**config.mk**
```make
export PLATFORM = sky130hd
export DESIGN_NAME = pma_top
export DESIGN_NICKNAME = d
export VERILOG_FILES = /design/src/hdl/pma_pkg.sv /design/src/hdl/pma_top.sv
export VERILOG_INCLUDE_DIRS = /design/src /design/src/hdl
export SDC_FILE = /design/constraint.sdc
export NUM_CORES = 1
export LEC_CHECK = 0
export CORE_MARGIN = 2
export CORE_UTILIZATION = 60
export DETAILED_ROUTE_END_ITERATION = 10
export DONT_BUFFER_PORTS = 1
export GPL_TIMING_DRIVEN = 1
export HOLD_SLACK_MARGIN = 0.06
export PLACE_DENSITY = 0.72
export REMOVE_ABC_BUFFERS = 1
export SYNTH_ARGS = -nofsm -noshare
export SYNTH_HDL_FRONTEND = slang
export SYNTH_SLANG_ARGS = --single-unit
export TNS_END_PERCENT = 10
```
**constraint.sdc**
```tcl
create_clock -name clk -period 2.66 [get_ports clk]
set_input_delay 0.798 -clock clk [delete_from_list [all_inputs] [get_ports clk]]
set_output_delay 0.798 -clock clk [all_outputs]
set_load 0.005 [all_outputs]
```
**src/hdl/pma_regs.svh**
```systemverilog
`ifndef PMA_REGS_SVH
`define PMA_REGS_SVH

// Byte offsets of the management register window
`define PMA_OFS_CTRL_LO     12'h510
`define PMA_OFS_CTRL_HI     12'h511
`define PMA_OFS_PHY_ADDR    12'h512
`define PMA_OFS_REG_IDX     12'h513
`define PMA_OFS_DATA_LO     12'h514
`define PMA_OFS_DATA_HI     12'h515
`define PMA_OFS_FB_OWN      12'h516
`define PMA_OFS_LH_OWN      12'h517
`define PMA_OFS_PORT_STAT   12'h518

// Field positions inside the control word (16 bit view), plus address select bit 7 of port address and force bit 1 of host ownership
`define PMA_BIT_WR_EN       0
`define PMA_BIT_HOST_CAP    1
`define PMA_BIT_LINK_DET    2
`define PMA_BIT_RD_ERR      13
`define PMA_BIT_CMD_ERR     14
`define PMA_BIT_BUSY        15
`define PMA_BIT_ADDR_SEL    7
`define PMA_BIT_FORCE_FB    1

// Command codes
`define PMA_CMD_IDLE        2'h0
`define PMA_CMD_READ        2'h1
`define PMA_CMD_WRITE       2'h2

// Reset values
`define PMA_RST_BYTE        8'h00
`define PMA_RST_WORD        16'h0000

// Management frame layout, in bit slots of one frame
`define PMA_FRAME_LAST      6'd63
`define PMA_TA_FIRST        6'd46
`define PMA_TA_LAST         6'd47
`define PMA_DATA_FIRST      6'd48
`define PMA_STATUS_REG      5'h01

// Timing: clock period, least management clock half period, poll period
`define PMA_CLK_PERIOD_NS   50
`define PMA_MDC_HALF_NS     200
`define PMA_POLL_TIME_NS    1000000
`define PMA_MDC_HALF_CYC    \
    ((`PMA_MDC_HALF_NS + `PMA_CLK_PERIOD_NS - 1) / `PMA_CLK_PERIOD_NS)
`define PMA_POLL_CYC        (`PMA_POLL_TIME_NS / `PMA_CLK_PERIOD_NS)

`endif

```
**src/hdl/pma_pkg.sv**
```systemverilog
`default_nettype none

package pma_pkg;
    typedef logic [1:0] pma_cmd_t;
    typedef logic [4:0] pma_phy_t;
    typedef enum logic [0:0] {
        PMA_IDLE,
        PMA_RUN
    } pma_state_e;
endpackage : pma_pkg

`default_nettype wire

```
**src/hdl/pma_top.sv**
```systemverilog
// What this block does
// - Command field 00 idles and clears errors, 01 reads, 10 writes.
// - Command field reads current command, self-clears when busy drops.
// - Bit 15 is 1 while the management engine runs a command.
// - Write enable clears on next frame start or on any local host write.
// - Write enable reads 1 whenever the local host owns the port.
// - Bit 1 reports whether the local host may take control.
// - Bit 2 reports whether automatic link detection is active.
// - Bits 7:3 show port 0 address or selected port address.
// - Bit 13 sets on failed read, cleared by writing control register.
// - Bit 14 sets on invalid command or write without write enable.
// - Valid command clears bit 14; command 00 clears bits 14 and 13.
// - While busy, writes to control, address, index, data are ignored.
// - Only the current owner side may write management registers.
// - Register index bits 4:0 select the transceiver register.
// - Reserved command code 11 is treated as an invalid command.
// - Fieldbus ownership 0 allows host takeover, 1 claims exclusive use.
// - Fieldbus ownership is writable only while host ownership is 0.
// - Host ownership bit 0 selects owner: 0 fieldbus, 1 local host.
// - Fieldbus writing 1 to host ownership bit 1 forces bit 0 to 0.
// - Port status bit 0 mirrors transceiver status bit 1.2.
// - Port status bit 1 means 100 Mbit/s full duplex, autoneg done.
// - Port status bit 2 flags a link error and inhibits the link.
// - Port status bit 3 latches poll read errors, clears on write.
`include "pma_regs.svh"
`default_nettype none

module pma_top
    import pma_pkg::*;
#(
    parameter int NPORT       = 4,
    parameter int POLL_CYCLES = `PMA_POLL_CYC
) (
    input  wire logic             clk,
    input  wire logic             resetn,
    input  wire logic             fm_wr,
    input  wire logic             fm_rd,
    input  wire logic [11:0]      fm_addr,
    input  wire logic [7:0]       fm_wdata,
    output logic      [7:0]       fm_rdata,
    input  wire logic             lh_wr,
    input  wire logic             lh_rd,
    input  wire logic [11:0]      lh_addr,
    input  wire logic [7:0]       lh_wdata,
    output logic      [7:0]       lh_rdata,
    input  wire logic             frame_start,
    input  wire logic             host_ctrl_allowed,
    input  wire logic             link_detect_en,
    input  wire logic [4:0]       port0_phy_addr,
    output logic                  mdc,
    input  wire logic             mdio_i,
    output logic                  mdio_o,
    output logic                  mdio_oe,
    output logic [NPORT-1:0]      port_link_up,
    output logic [NPORT-1:0]      port_link_inhibit
);

    localparam logic [7:0] MDC_HALF = 8'(`PMA_MDC_HALF_CYC);
    localparam int         PW       = (NPORT > 1) ? $clog2(NPORT) : 1;

    ////////////////////////////////////////////////////////////////////////
    // Register state

    logic        wr_en_r;
    pma_cmd_t    cmd_r;
    logic        rd_err_r;
    logic        cmd_err_r;
    logic [7:0]  phy_addr_r;
    logic [7:0]  reg_idx_r;
    logic [15:0] data_r;
    logic        fb_own_r;
    logic        lh_own_r;
    logic [NPORT-1:0] st_phys_r;
    logic [NPORT-1:0] st_ok_r;
    logic [NPORT-1:0] st_err_r;
    logic [NPORT-1:0] st_rderr_r;

    // Engine state
    pma_state_e  state_r;
    logic        kind_cmd_r;
    logic        kind_wr_r;
    logic [PW-1:0] kind_port_r;
    logic [7:0]  div_r;
    logic        mdc_r;
    logic [5:0]  bit_r;
    logic [63:0] tx_r;
    logic [15:0] rx_r;
    logic        ta_err_r;
    logic        oe_r;
    logic        done_r;
    logic [31:0] poll_tmr_r;
    logic        poll_due_r;
    logic [PW-1:0] poll_port_r;

    ////////////////////////////////////////////////////////////////////////
    // Derived controls

    logic        busy;
    logic        wr_en_eff;
    logic        own_wr;
    logic [11:0] own_addr;
    logic [7:0]  own_wdata;
    logic        mgmt_wr;
    logic        stat_wr;
    logic        cmd_issue;
    pma_cmd_t    cmd_code;
    logic        eng_start_cmd;
    logic        eng_start_poll;
    logic        mdc_tick;
    logic [4:0]  shown_addr;
    logic [4:0]  target_phy;

    assign busy      = (cmd_r != `PMA_CMD_IDLE);
    assign wr_en_eff = wr_en_r | lh_own_r;

    // The owner's write strobe is the only one reaching the command set
    assign own_wr    = lh_own_r ? lh_wr : fm_wr;
    assign own_addr  = lh_own_r ? lh_addr : fm_addr;
    assign own_wdata = lh_own_r ? lh_wdata : fm_wdata;

    // Writes to 0x510..0x515 are dropped while a command is running
    assign mgmt_wr   = own_wr && !busy &&
                       own_addr >= `PMA_OFS_CTRL_LO &&
                       own_addr <= `PMA_OFS_DATA_HI;
    assign stat_wr   = own_wr &&
                       own_addr >= `PMA_OFS_PORT_STAT &&
                       own_addr < (`PMA_OFS_PORT_STAT + 12'(NPORT));
    assign cmd_issue = mgmt_wr && own_addr == `PMA_OFS_CTRL_HI;
    assign cmd_code  = own_wdata[1:0];

    // Port x sits at port 0 address plus x
    assign shown_addr = phy_addr_r[`PMA_BIT_ADDR_SEL] ?
                        5'(port0_phy_addr + {3'h0, phy_addr_r[1:0]}) :
                        port0_phy_addr;
    assign target_phy = phy_addr_r[4:0];

    // Commands take precedence over polling when both are waiting
    assign eng_start_cmd  = (state_r == PMA_IDLE) && busy && !done_r;
    assign eng_start_poll = (state_r == PMA_IDLE) && !busy && !done_r &&
                            poll_due_r && link_detect_en;
    assign mdc_tick       = (div_r == MDC_HALF - 8'h01);

    ////////////////////////////////////////////////////////////////////////
    // Register read mux, shared by both sides

    function automatic logic [7:0] rd_byte(input logic [11:0] a);
        logic [7:0] v;
        int         p;
        v = 8'h00;
        p = 0;
        unique case (a)
            `PMA_OFS_CTRL_LO: v = {shown_addr,
                                   link_detect_en,
                                   host_ctrl_allowed,
                                   wr_en_eff};
            `PMA_OFS_CTRL_HI: v = {busy, cmd_err_r, rd_err_r,
                                   3'h0, cmd_r};
            `PMA_OFS_PHY_ADDR: v = phy_addr_r;
            `PMA_OFS_REG_IDX:  v = reg_idx_r;
            `PMA_OFS_DATA_LO:  v = data_r[7:0];
            `PMA_OFS_DATA_HI:  v = data_r[15:8];
            `PMA_OFS_FB_OWN:   v = {7'h00, fb_own_r};
            `PMA_OFS_LH_OWN:   v = {7'h00, lh_own_r};
            default: begin
                if (a >= `PMA_OFS_PORT_STAT &&
                    a < (`PMA_OFS_PORT_STAT + 12'(NPORT))) begin
                    p = int'(a - `PMA_OFS_PORT_STAT);
                    v = {4'h0, st_rderr_r[p], st_err_r[p],
                         st_ok_r[p], st_phys_r[p]};
                end
            end
        endcase
        return v;
    endfunction

    // Registered read data, one cycle after the strobe
    always_ff @(posedge clk or negedge resetn) begin
        if (!resetn) begin
            fm_rdata <= `PMA_RST_BYTE;
            lh_rdata <= `PMA_RST_BYTE;
        end else begin
            if (fm_rd) fm_rdata <= rd_byte(fm_addr);
            if (lh_rd) lh_rdata <= rd_byte(lh_addr);
        end
    end

    ////////////////////////////////////////////////////////////////////////
    // Ownership

    // Fieldbus may only change its claim while the host does not own
    always_ff @(posedge clk or negedge resetn) begin
        if (!resetn) begin
            fb_own_r <= 1'b0;
        end else if (fm_wr && fm_addr == `PMA_OFS_FB_OWN && !lh_own_r) begin
            fb_own_r <= fm_wdata[0];
        end
    end

    // Force from the fieldbus side wins over a host claim
    always_ff @(posedge clk or negedge resetn) begin
        if (!resetn) begin
            lh_own_r <= 1'b0;
        end else if (fm_wr && fm_addr == `PMA_OFS_LH_OWN &&
                     fm_wdata[`PMA_BIT_FORCE_FB]) begin
            lh_own_r <= 1'b0;
        end else if (lh_wr && lh_addr == `PMA_OFS_LH_OWN) begin
            // Takeover only when offered and when capability exists
            if (!lh_wdata[0])
                lh_own_r <= 1'b0;
            else if (!fb_own_r && host_ctrl_allowed)
                lh_own_r <= 1'b1;
        end
    end

    ////////////////////////////////////////////////////////////////////////
    // Write enable

    // Host accesses end in one cycle, so its write ends the grant
    always_ff @(posedge clk or negedge resetn) begin
        if (!resetn) begin
            wr_en_r <= 1'b0;
        end else if (frame_start || lh_wr) begin
            wr_en_r <= 1'b0;
        end else if (!lh_own_r && mgmt_wr &&
                     own_addr == `PMA_OFS_CTRL_LO) begin
            wr_en_r <= own_wdata[`PMA_BIT_WR_EN];
        end
    end

    ////////////////////////////////////////////////////////////////////////
    // Address, index and data registers

    always_ff @(posedge clk or negedge resetn) begin
        if (!resetn) begin
            phy_addr_r <= `PMA_RST_BYTE;
            reg_idx_r  <= `PMA_RST_BYTE;
        end else if (mgmt_wr) begin
            if (own_addr == `PMA_OFS_PHY_ADDR)
                phy_addr_r <= {own_wdata[7], 2'h0, own_wdata[4:0]};
            if (own_addr == `PMA_OFS_REG_IDX)
                reg_idx_r <= own_wdata;
        end
    end

    // Bus writes only happen while idle, engine result only while busy
    always_ff @(posedge clk or negedge resetn) begin
        if (!resetn) begin
            data_r <= `PMA_RST_WORD;
        end else if (done_r && kind_cmd_r && !kind_wr_r && !ta_err_r) begin
            data_r <= rx_r;
        end else if (mgmt_wr && own_addr == `PMA_OFS_DATA_LO) begin
            data_r[7:0] <= own_wdata;
        end else if (mgmt_wr && own_addr == `PMA_OFS_DATA_HI) begin
            data_r[15:8] <= own_wdata;
        end
    end

    ////////////////////////////////////////////////////////////////////////
    // Command, error flags

    always_ff @(posedge clk or negedge resetn) begin
        if (!resetn) begin
            cmd_r <= `PMA_CMD_IDLE;
        end else if (done_r && kind_cmd_r) begin
            cmd_r <= `PMA_CMD_IDLE;
        end else if (cmd_issue) begin
            if (cmd_code == `PMA_CMD_READ ||
                (cmd_code == `PMA_CMD_WRITE && wr_en_eff))
                cmd_r <= cmd_code;
        end
    end

    // Read error: engine set wins over a same-cycle register write
    always_ff @(posedge clk or negedge resetn) begin
        if (!resetn) begin
            rd_err_r <= 1'b0;
        end else if (done_r && kind_cmd_r && !kind_wr_r && ta_err_r) begin
            rd_err_r <= 1'b1;
        end else if (mgmt_wr && (own_addr == `PMA_OFS_CTRL_LO ||
                                 own_addr == `PMA_OFS_CTRL_HI)) begin
            rd_err_r <= 1'b0;
        end
    end

    always_ff @(posedge clk or negedge resetn) begin
        if (!resetn) begin
            cmd_err_r <= 1'b0;
        end else if (cmd_issue) begin
            unique case (cmd_code)
                `PMA_CMD_IDLE:  cmd_err_r <= 1'b0;
                `PMA_CMD_READ:  cmd_err_r <= 1'b0;
                `PMA_CMD_WRITE: cmd_err_r <= !wr_en_eff;
                default:        cmd_err_r <= 1'b1;
            endcase
        end
    end

    ////////////////////////////////////////////////////////////////////////
    // Link poll scheduling

    // Timer keeps counting while a poll waits, the due flag holds it
    always_ff @(posedge clk or negedge resetn) begin
        if (!resetn) begin
            poll_tmr_r  <= 32'h0000_0000;
            poll_due_r  <= 1'b0;
            poll_port_r <= '0;
        end else begin
            if (poll_tmr_r >= 32'(POLL_CYCLES - 1)) begin
                poll_tmr_r <= 32'h0000_0000;
                poll_due_r <= 1'b1;
            end else begin
                poll_tmr_r <= poll_tmr_r + 32'h0000_0001;
            end
            if (eng_start_poll) begin
                poll_due_r <= 1'b0;
                poll_port_r <= (poll_port_r == PW'(NPORT - 1)) ?
                               '0 : poll_port_r + PW'(1);
            end
        end
    end

    ////////////////////////////////////////////////////////////////////////
    // Management frame engine

    // Frame: preamble, start, opcode, phy, register, turnaround, data
    always_ff @(posedge clk or negedge resetn) begin
        if (!resetn) begin
            state_r     <= PMA_IDLE;
            kind_cmd_r  <= 1'b0;
            kind_wr_r   <= 1'b0;
            kind_port_r <= '0;
            div_r       <= 8'h00;
            mdc_r       <= 1'b0;
            bit_r       <= 6'h00;
            tx_r        <= 64'h0;
            oe_r        <= 1'b0;
            done_r      <= 1'b0;
        end else begin
            done_r <= 1'b0;
            unique case (state_r)
                PMA_IDLE: begin
                    div_r <= 8'h00;
                    mdc_r <= 1'b0;
                    bit_r <= 6'h00;
                    if (eng_start_cmd) begin
                        state_r     <= PMA_RUN;
                        kind_cmd_r  <= 1'b1;
                        kind_wr_r   <= (cmd_r == `PMA_CMD_WRITE);
                        oe_r        <= 1'b1;
                        tx_r <= {32'hffff_ffff, 2'b01,
                                 (cmd_r == `PMA_CMD_WRITE) ?
                                     2'b01 : 2'b10,
                                 target_phy, reg_idx_r[4:0],
                                 2'b10, data_r};
                    end else if (eng_start_poll) begin
                        state_r     <= PMA_RUN;
                        kind_cmd_r  <= 1'b0;
                        kind_wr_r   <= 1'b0;
                        kind_port_r <= poll_port_r;
                        oe_r        <= 1'b1;
                        tx_r <= {32'hffff_ffff, 2'b01, 2'b10,
                                 5'(port0_phy_addr + 5'(poll_port_r)),
                                 `PMA_STATUS_REG, 2'b10, 16'h0000};
                    end
                end
                PMA_RUN: begin
                    div_r <= mdc_tick ? 8'h00 : div_r + 8'h01;
                    if (mdc_tick) begin
                        mdc_r <= ~mdc_r;
                        // Falling edge moves to the next bit slot
                        if (mdc_r) begin
                            if (bit_r == `PMA_FRAME_LAST) begin
                                state_r <= PMA_IDLE;
                                oe_r    <= 1'b0;
                                done_r  <= 1'b1;
                            end else begin
                                bit_r <= bit_r + 6'h01;
                                tx_r  <= {tx_r[62:0], 1'b0};
                                if (!kind_wr_r &&
                                    bit_r + 6'h01 == `PMA_TA_FIRST)
                                    oe_r <= 1'b0;
                            end
                        end
                    end
                end
            endcase
        end
    end

    // Sample the transceiver on the rising management clock edge
    always_ff @(posedge clk or negedge resetn) begin
        if (!resetn) begin
            rx_r     <= 16'h0000;
            ta_err_r <= 1'b0;
        end else if (state_r == PMA_IDLE) begin
            ta_err_r <= (eng_start_cmd || eng_start_poll) ? 1'b0 : ta_err_r;
        end else if (mdc_tick && !mdc_r && !kind_wr_r) begin
            // Absent transceiver leaves the line pulled high here
            if (bit_r == `PMA_TA_LAST && mdio_i)
                ta_err_r <= 1'b1;
            if (bit_r >= `PMA_DATA_FIRST)
                rx_r <= {rx_r[14:0], mdio_i};
        end
    end

    ////////////////////////////////////////////////////////////////////////
    // Port status from link polls

    always_ff @(posedge clk or negedge resetn) begin
        if (!resetn) begin
            st_phys_r  <= '0;
            st_ok_r    <= '0;
            st_err_r   <= '0;
            st_rderr_r <= '0;
        end else begin
            if (stat_wr)
                st_rderr_r <= '0;
            if (done_r && !kind_cmd_r) begin
                if (ta_err_r) begin
                    st_rderr_r[kind_port_r] <= 1'b1;
                end else begin
                    st_phys_r[kind_port_r] <= rx_r[2];
                    // Status bit 14 is 100FD ability, bit 5 autoneg done
                    st_ok_r[kind_port_r] <= rx_r[2] & rx_r[5] &
                                            rx_r[14];
                    st_err_r[kind_port_r] <= rx_r[2] &
                                             ~(rx_r[5] & rx_r[14]);
                end
            end
        end
    end

    ////////////////////////////////////////////////////////////////////////
    // Outputs

    assign mdc               = mdc_r;
    assign mdio_o            = tx_r[63];
    assign mdio_oe           = oe_r;
    assign port_link_up      = st_ok_r;
    assign port_link_inhibit = st_err_r;

endmodule : pma_top

`default_nettype wire

```
# Yosys cells after proc, flatten, opt, wreduce, memory -nomap -nowiden
# Index checks and enable logic that the tools add are counted.
# W data, S select, Z words.
totals:
  ff_bits: 207
  inputBits: 55
  out_inout_bits: 27
  word_cells: 277
op_classes:
  addsub: 8
  order_cmp: 14
  n_eq_ne: 39
  mux: 99
  bitwise_logic: 11
  reduce_logical: 75
ops:
  columns: ["operator", "count"]
  rows:
  - ["$mux W64", 5]
  - ["$eq A12 B11 Y1 const B", 22]
  - ["$pmux W64 S2", 1]
  - ["$pmux W8 S8", 2]
  - ["$mux W1", 51]
  - ["$ge A12 B11 Y1 const B", 4]
  - ["$mux W8", 5]
  - ["$logic_and A1 B1 Y1", 36]
  - ["$lt A12 B11 Y1 const B", 3]
  - ["$add A32 B1 Y32 const B", 1]
  - ["$ge A32 B15 Y1 const B", 1]
  - ["$mux W32", 1]
  - ["$lt A13 B4 Y1 const B", 2]
  - ["$sub A12 B11 Y13 const B", 2]
  - ["$reduce_bool A2 Y1", 11]
  - ["$mux W4", 5]
  - ["$eq A6 B6 Y1 const B", 3]
  - ["$mux W6", 3]
  - ["$bmux W1 S2", 8]
  - ["$mux W16", 1]
  - ["$pmux W8 S2", 1]
  - ["$reduce_and A2 Y1", 7]
  - ["$bwmux W4", 3]
  - ["$le A12 B11 Y1 const B", 1]
  - ["30 further kinds", 67]

# Depth between registers and ports, before layout
logic_depth:
  ltp_word: 9
  mapped_depth: 8
  depth_no_buf: 8

# Worst setup path before layout
# No wires, ideal clock.
synth_path:
  kind: "input port to flip-flop"
  start: "input port fm_addr[6]"
  end: "register reg_idx_r[0]"
  setup_time_ns: 0.125
  arrival_ns: 2.545
  required_ns: 2.535
  setup_slack_ns: -0.010
  stages: 5
  path_buffers: 0
  cell_sequence: "or4b_4 -> nor4_4 -> a31oi_2 -> nor3_4 -> mux2_4"
synth_via:
  elab_chain_cells: 5
  word_cells_on_any_way: 7
  cone_classes: "2 x order compare; 1 x eq/ne; 1 x mux; 3 x reduce/logical"
synth_rtl:
  columns: ["item", "line", "source"]
  rows:
  - ["from (decl)", "pma_top.sv:38", "input wire logic [11:0] fm_addr,"]
  - ["$mux W12 (*)", "pma_top.sv:118", "assign own_addr = lh_own_r ? lh_addr : fm_addr;"]
  - ["$ge A12 B11 Y1 (no line)", null, null]
  - ["$logic_and A1 B1 Y1 (no line) (2 in series)", null, null]
  - ["$reduce_and A2 Y1 (no line) (*)", null, null]
  - ["to (signal assigned)", "pma_top.sv:236", "reg_idx_r <= `PMA_RST_BYTE;"]
  - ["to (signal assigned)", "pma_top.sv:241", "reg_idx_r <= own_wdata;"]
  - ["to (decl)", "pma_top.sv:69", "logic [7:0] reg_idx_r;"]
# Mark *: on every way between the ends. The rest lies on a longest branch, timed or not.
# A chain may end at the register's enable or synchronous reset.

# Worst setup path in the final report
layout_path:
  start: "register cmd_r[1]"
  end: "register tx_r[25]"
layout_via:
  elab_chain_cells: 8
  word_cells_on_any_way: 12
  cone_classes: "1 x eq/ne; 2 x mux; 9 x reduce/logical"
layout_rtl:
  columns: ["item", "line", "source"]
  rows:
  - ["from (decl)", "pma_top.sv:65", "pma_cmd_t cmd_r;"]
  - ["from (signal assigned)", "pma_top.sv:263", "cmd_r <= `PMA_CMD_IDLE;"]
  - ["from (signal assigned)", "pma_top.sv:265", "cmd_r <= `PMA_CMD_IDLE;"]
  - ["from (signal assigned)", "pma_top.sv:269", "cmd_r <= cmd_code;"]
  - ["$reduce_bool A2 Y1 (no line) (*)", null, null]
  - ["$logic_not A1 Y1", "pma_top.sv:139", "assign eng_start_poll = (state_r == PMA_IDLE) && !busy && !done_r &&"]
  - ["$logic_and A1 B1 Y1 (3 in series)", "pma_top.sv:139", null]
  - ["$logic_and A1 B1 Y1", "pma_top.sv:140", "poll_due_r && link_detect_en;"]
  - ["$ne A3 B3 Y1 (no line)", null, null]
  - ["$reduce_and A4 Y1 (no line)", null, null]
  - ["to (signal assigned)", "pma_top.sv:350", "tx_r <= {32'hffff_ffff, 2'b01,"]
  - ["to (signal assigned)", "pma_top.sv:361", "tx_r <= {32'hffff_ffff, 2'b01, 2'b10,"]
  - ["to (signal assigned)", "pma_top.sv:378", "tx_r <= {tx_r[62:0], 1'b0};"]
  - ["to (decl)", "pma_top.sv:86", "logic [63:0] tx_r;"]
# Marks and branches as above.

==> results.json <==
{
  "status": "finished, violations left",
  "violations": "negative hold slack",
  "grt_max_degree": 208,
  "tightest_slew_ns": 0.960,
  "wirelength_um": 24800,
  "clock_latency_ns": 0.51,
  "synth.area.mux_share": 0.133,
  "drc": 0,
  "wl_met2_um": 11900,
  "synth_edf_count": 0,
  "fillers": 1227,
  "async_reset_ff_frac": 1.00,
  "max_slew_margin": 0.354,
  "areaGrowthSynthToFinish_pct": 11.2,
  "cts_buffers": 23,
  "synthTopCellsByArea": "dfrtp_1 (52%), mux2_2 (5.8%), mux2i_1 (3.8%), nand2_1 (3.3%), o21ai_0 (3.1%)",
  "grt_pass1_wl_um": 39600,
  "drv_slew": 0,
  "top_layer": "met4",
  "htreeDepth": 1,
  "clockBufferDepth": 3,
  "synth-adder-area-share": 0.0152,
  "rrSetupSlack_ns": 0.30,
  "routed_via_density": 6.42,
  "io_pins": 82,
  "cap_violations": 0,
  "dieArea_um2": 17800,
  "grt_pass1_vias": 7403,
  "end_kind": "flip-flop",
  "wl_met1_um": 10100,
  "synth_compound_area_frac": 0.147,
  "dr.pass1.iters": 6,
  "cts_sinks": 207,
  "rsz0062_at_grt": "no",
  "vias": 7468,
  "r2r-start": "cmd_r[1]",
  "hold_viol": 21,
  "cts_tree": "done",
  "dpl.hpwl_um": 16900,
  "period_share": 0.887,
  "ys_seq_area_frac": 0.516,
  "synth_most_common_cell": "dfrtp_1",
  "power_density_nw_per_um2": 583,
  "antenna_found_initial": 0,
  "clkTransAtPathRegs_ns": 0.06,
  "yosys.area.top_type_share": 0.516,
  "synth.avg_cell_area_um2": 11.0,
  "max_clock_freq_mhz": 424,
  "start_util": 0.610,
  "ir_worst_vdd_v": 0.000591,
  "layout-drive-gt1-share": 0.158,
  "netlist_area_um2": 10000,
  "ys_seq_elements": 207,
  "synthFlopType": "dfrtp_1",
  "syn_inst": 911,
  "multi_input_area_um2": 4650,
  "num_rows": 47,
  "cp-start-kind": "flip-flop",
  "cp.required_ns": 3.01,
  "hold_path_class": "primary input to asynchronous set/reset pin",
  "wl_per_cell_um": 21.3,
  "place.gp.congestion": 0.894,
  "fin_worst_skew_ns": 0.00979,
  "min_period_ns": 2.36,
  "fin_util": 0.679,
  "drtIter0Drc": 784,
  "die_x_um": 133,
  "wl_met3_um": 1830,
  "synth_xor_area_frac": 0.0227,
  "final_antenna_net_count": 0,
  "setup_viol": 0,
  "worst_ep_arrival_time_ns": 2.71,
  "yosys_warnings": 0,
  "design.core.area_um2": 16500,
  "finalSetupTns_ns": 0,
  "grt_usage": 0.281,
  "crit_fanout": 26,
  "portBuffers": 0,
  "yosys.area.top_type": "dfrtp_1",
  "slowest_delay_ns": 0.75,
  "hold_slack_ns": -0.0138,
  "overflow": 0,
  "r2r_cells": 4,
  "synth_top_family_by_area": "compound AO/OA/AOI/OAI gates",
  "worstSetupPathType": "flip-flop to flip-flop",
  "r2r-end": "tx_r[25]",
  "total_power_mw": 6.51,
  "crit_slowest_cell": "a21oi_4",
  "synth_common_cells": "dfrtp_1 (207), nand2_1 (88), o21ai_0 (63), nor2_1 (55), mux2_2 (52)",
  "fp.dieH_um": 133,
  "root_buffer": "clkbuf_16",
  "nNetsFinal": 993,
  "register_area_um2": 5180,
  "yosys.area_share.simple": 0.135,
  "n_antenna_cell": 0,
  "p_leak_nw": 4.96,
  "path_cells": "nor2_1 -> a21boi_0 -> a21oi_4 -> o31ai_1",
  "netlist-cell-type-count": 75
}
flip-flops by register name, summed over array words and instances, names as in the netlist, 2 cells and up:
signal / cells
reg_idx_r: 8
lh_rdata: 8
rx_r: 16
cmd_r: 2
st_phys_r: 4
fm_rdata: 8
data_r: 16
poll_tmr_r: 32
port_link_inhibit: 4
div_r: 8
bit_r: 6
phy_addr_r: 6
poll_port_r: 2
tx_r: 64
kind_port_r: 2
port_link_up: 4
st_rderr_r: 4
critical path, delay by kind of cell (launching register included):
kind	cells	cell delay, ns
flops	1	0.48
simple gates	1	0.38
compound gates	3	1.34
area by class of cell:
type | count | area share
Sequential cell | 207 | 0.464
Multi-Input combinational cell | 639 | 0.416
Clock buffer | 29 | 0.0580
Tap cell | 220 | 0.0246
Timing Repair Buffer | 21 | 0.0152
Inverter | 35 | 0.0118
Clock inverter | 12 | 0.0110
cells by family (layout without fill, tap and decap cells):
family,count (synthesis),after routing
AOI/OAI and AO/OA,212,213
xor gates and xnor gates,26,26
adders and majority gates,11,11
buffers and inverters,82,97
DFF,207,207
muxes,109,109
other,1,17
and+or+nand+nor,263,263
stage by stage:
step                hold WS, ns  std cells  setup WS (ns)  cell area, um^2
detailed placement        0.471       1121        -0.0119            10400
global placement          0.457       1121         0.0172            10400
floorplan                 0.439        880          -1.31             9920
CTS                     -0.0311       1162          0.218            11200
finish                  -0.0138       1163          0.301            11200
global route            -0.0372       1163          0.199            11200
per-layer routing:
| metal | global-route usage | up-vias |
|---|---|---|
| met4 | 0.113 | 0 |
| met2 | 0.447 | 306 |
| met3 | 0.0605 | 79 |
| met1 | 0.379 | 3735 |
| li1 | - | 3348 |
| met5 | 0 | - |
worst max-delay path by stage:
| stage | from | endpoint | cells after the start |
|---|---|---|---|
| floorplan | state_r | tx_r[23] | 4 |
| global placement | fm_addr[6] | data_r[10] | 6 |
| detailed placement | fm_addr[6] | data_r[9] | 6 |
| CTS | cmd_r[1] | tx_r[8] | 4 |
| global route | lh_own_r | data_r[10] | 7 |
| finish | cmd_r[1] | tx_r[25] | 4 |
cells in the final DEF (no fill, tap or decap), drive strengths merged, types with 12 or more instances in the layout:
cell type    n
a21oi       19
a22oi       22
and3        12
buf         21
clkbuf      29
conb        17
dfrtp      207
inv         35
mux2        60
mux2i       38
nand2       88
nand2b      12
nand3       22
nor2        56
nor3        19
o21ai       68
o22a        35
xnor2       15
report_power, final:
| group | switching [mW] | total [mW] | internal [mW] |
|---|---|---|---|
| sequential | 0.0107 | 3.18 | 3.17 |
| combinational | 0.0851 | 0.160 | 0.0747 |
| clock | 1.25 | 3.17 | 1.92 |
| total | 1.35 | 6.51 | 5.16 |
what timing repair did:
item / CTS / global route
endpoints found under the hold margin: 207 / 207
setup endpoints to repair: 0 / 9
setup buffers: 0 / 0
resized for setup: 0 / 1
Note: power is estimated with default switching activity, not from simulation.
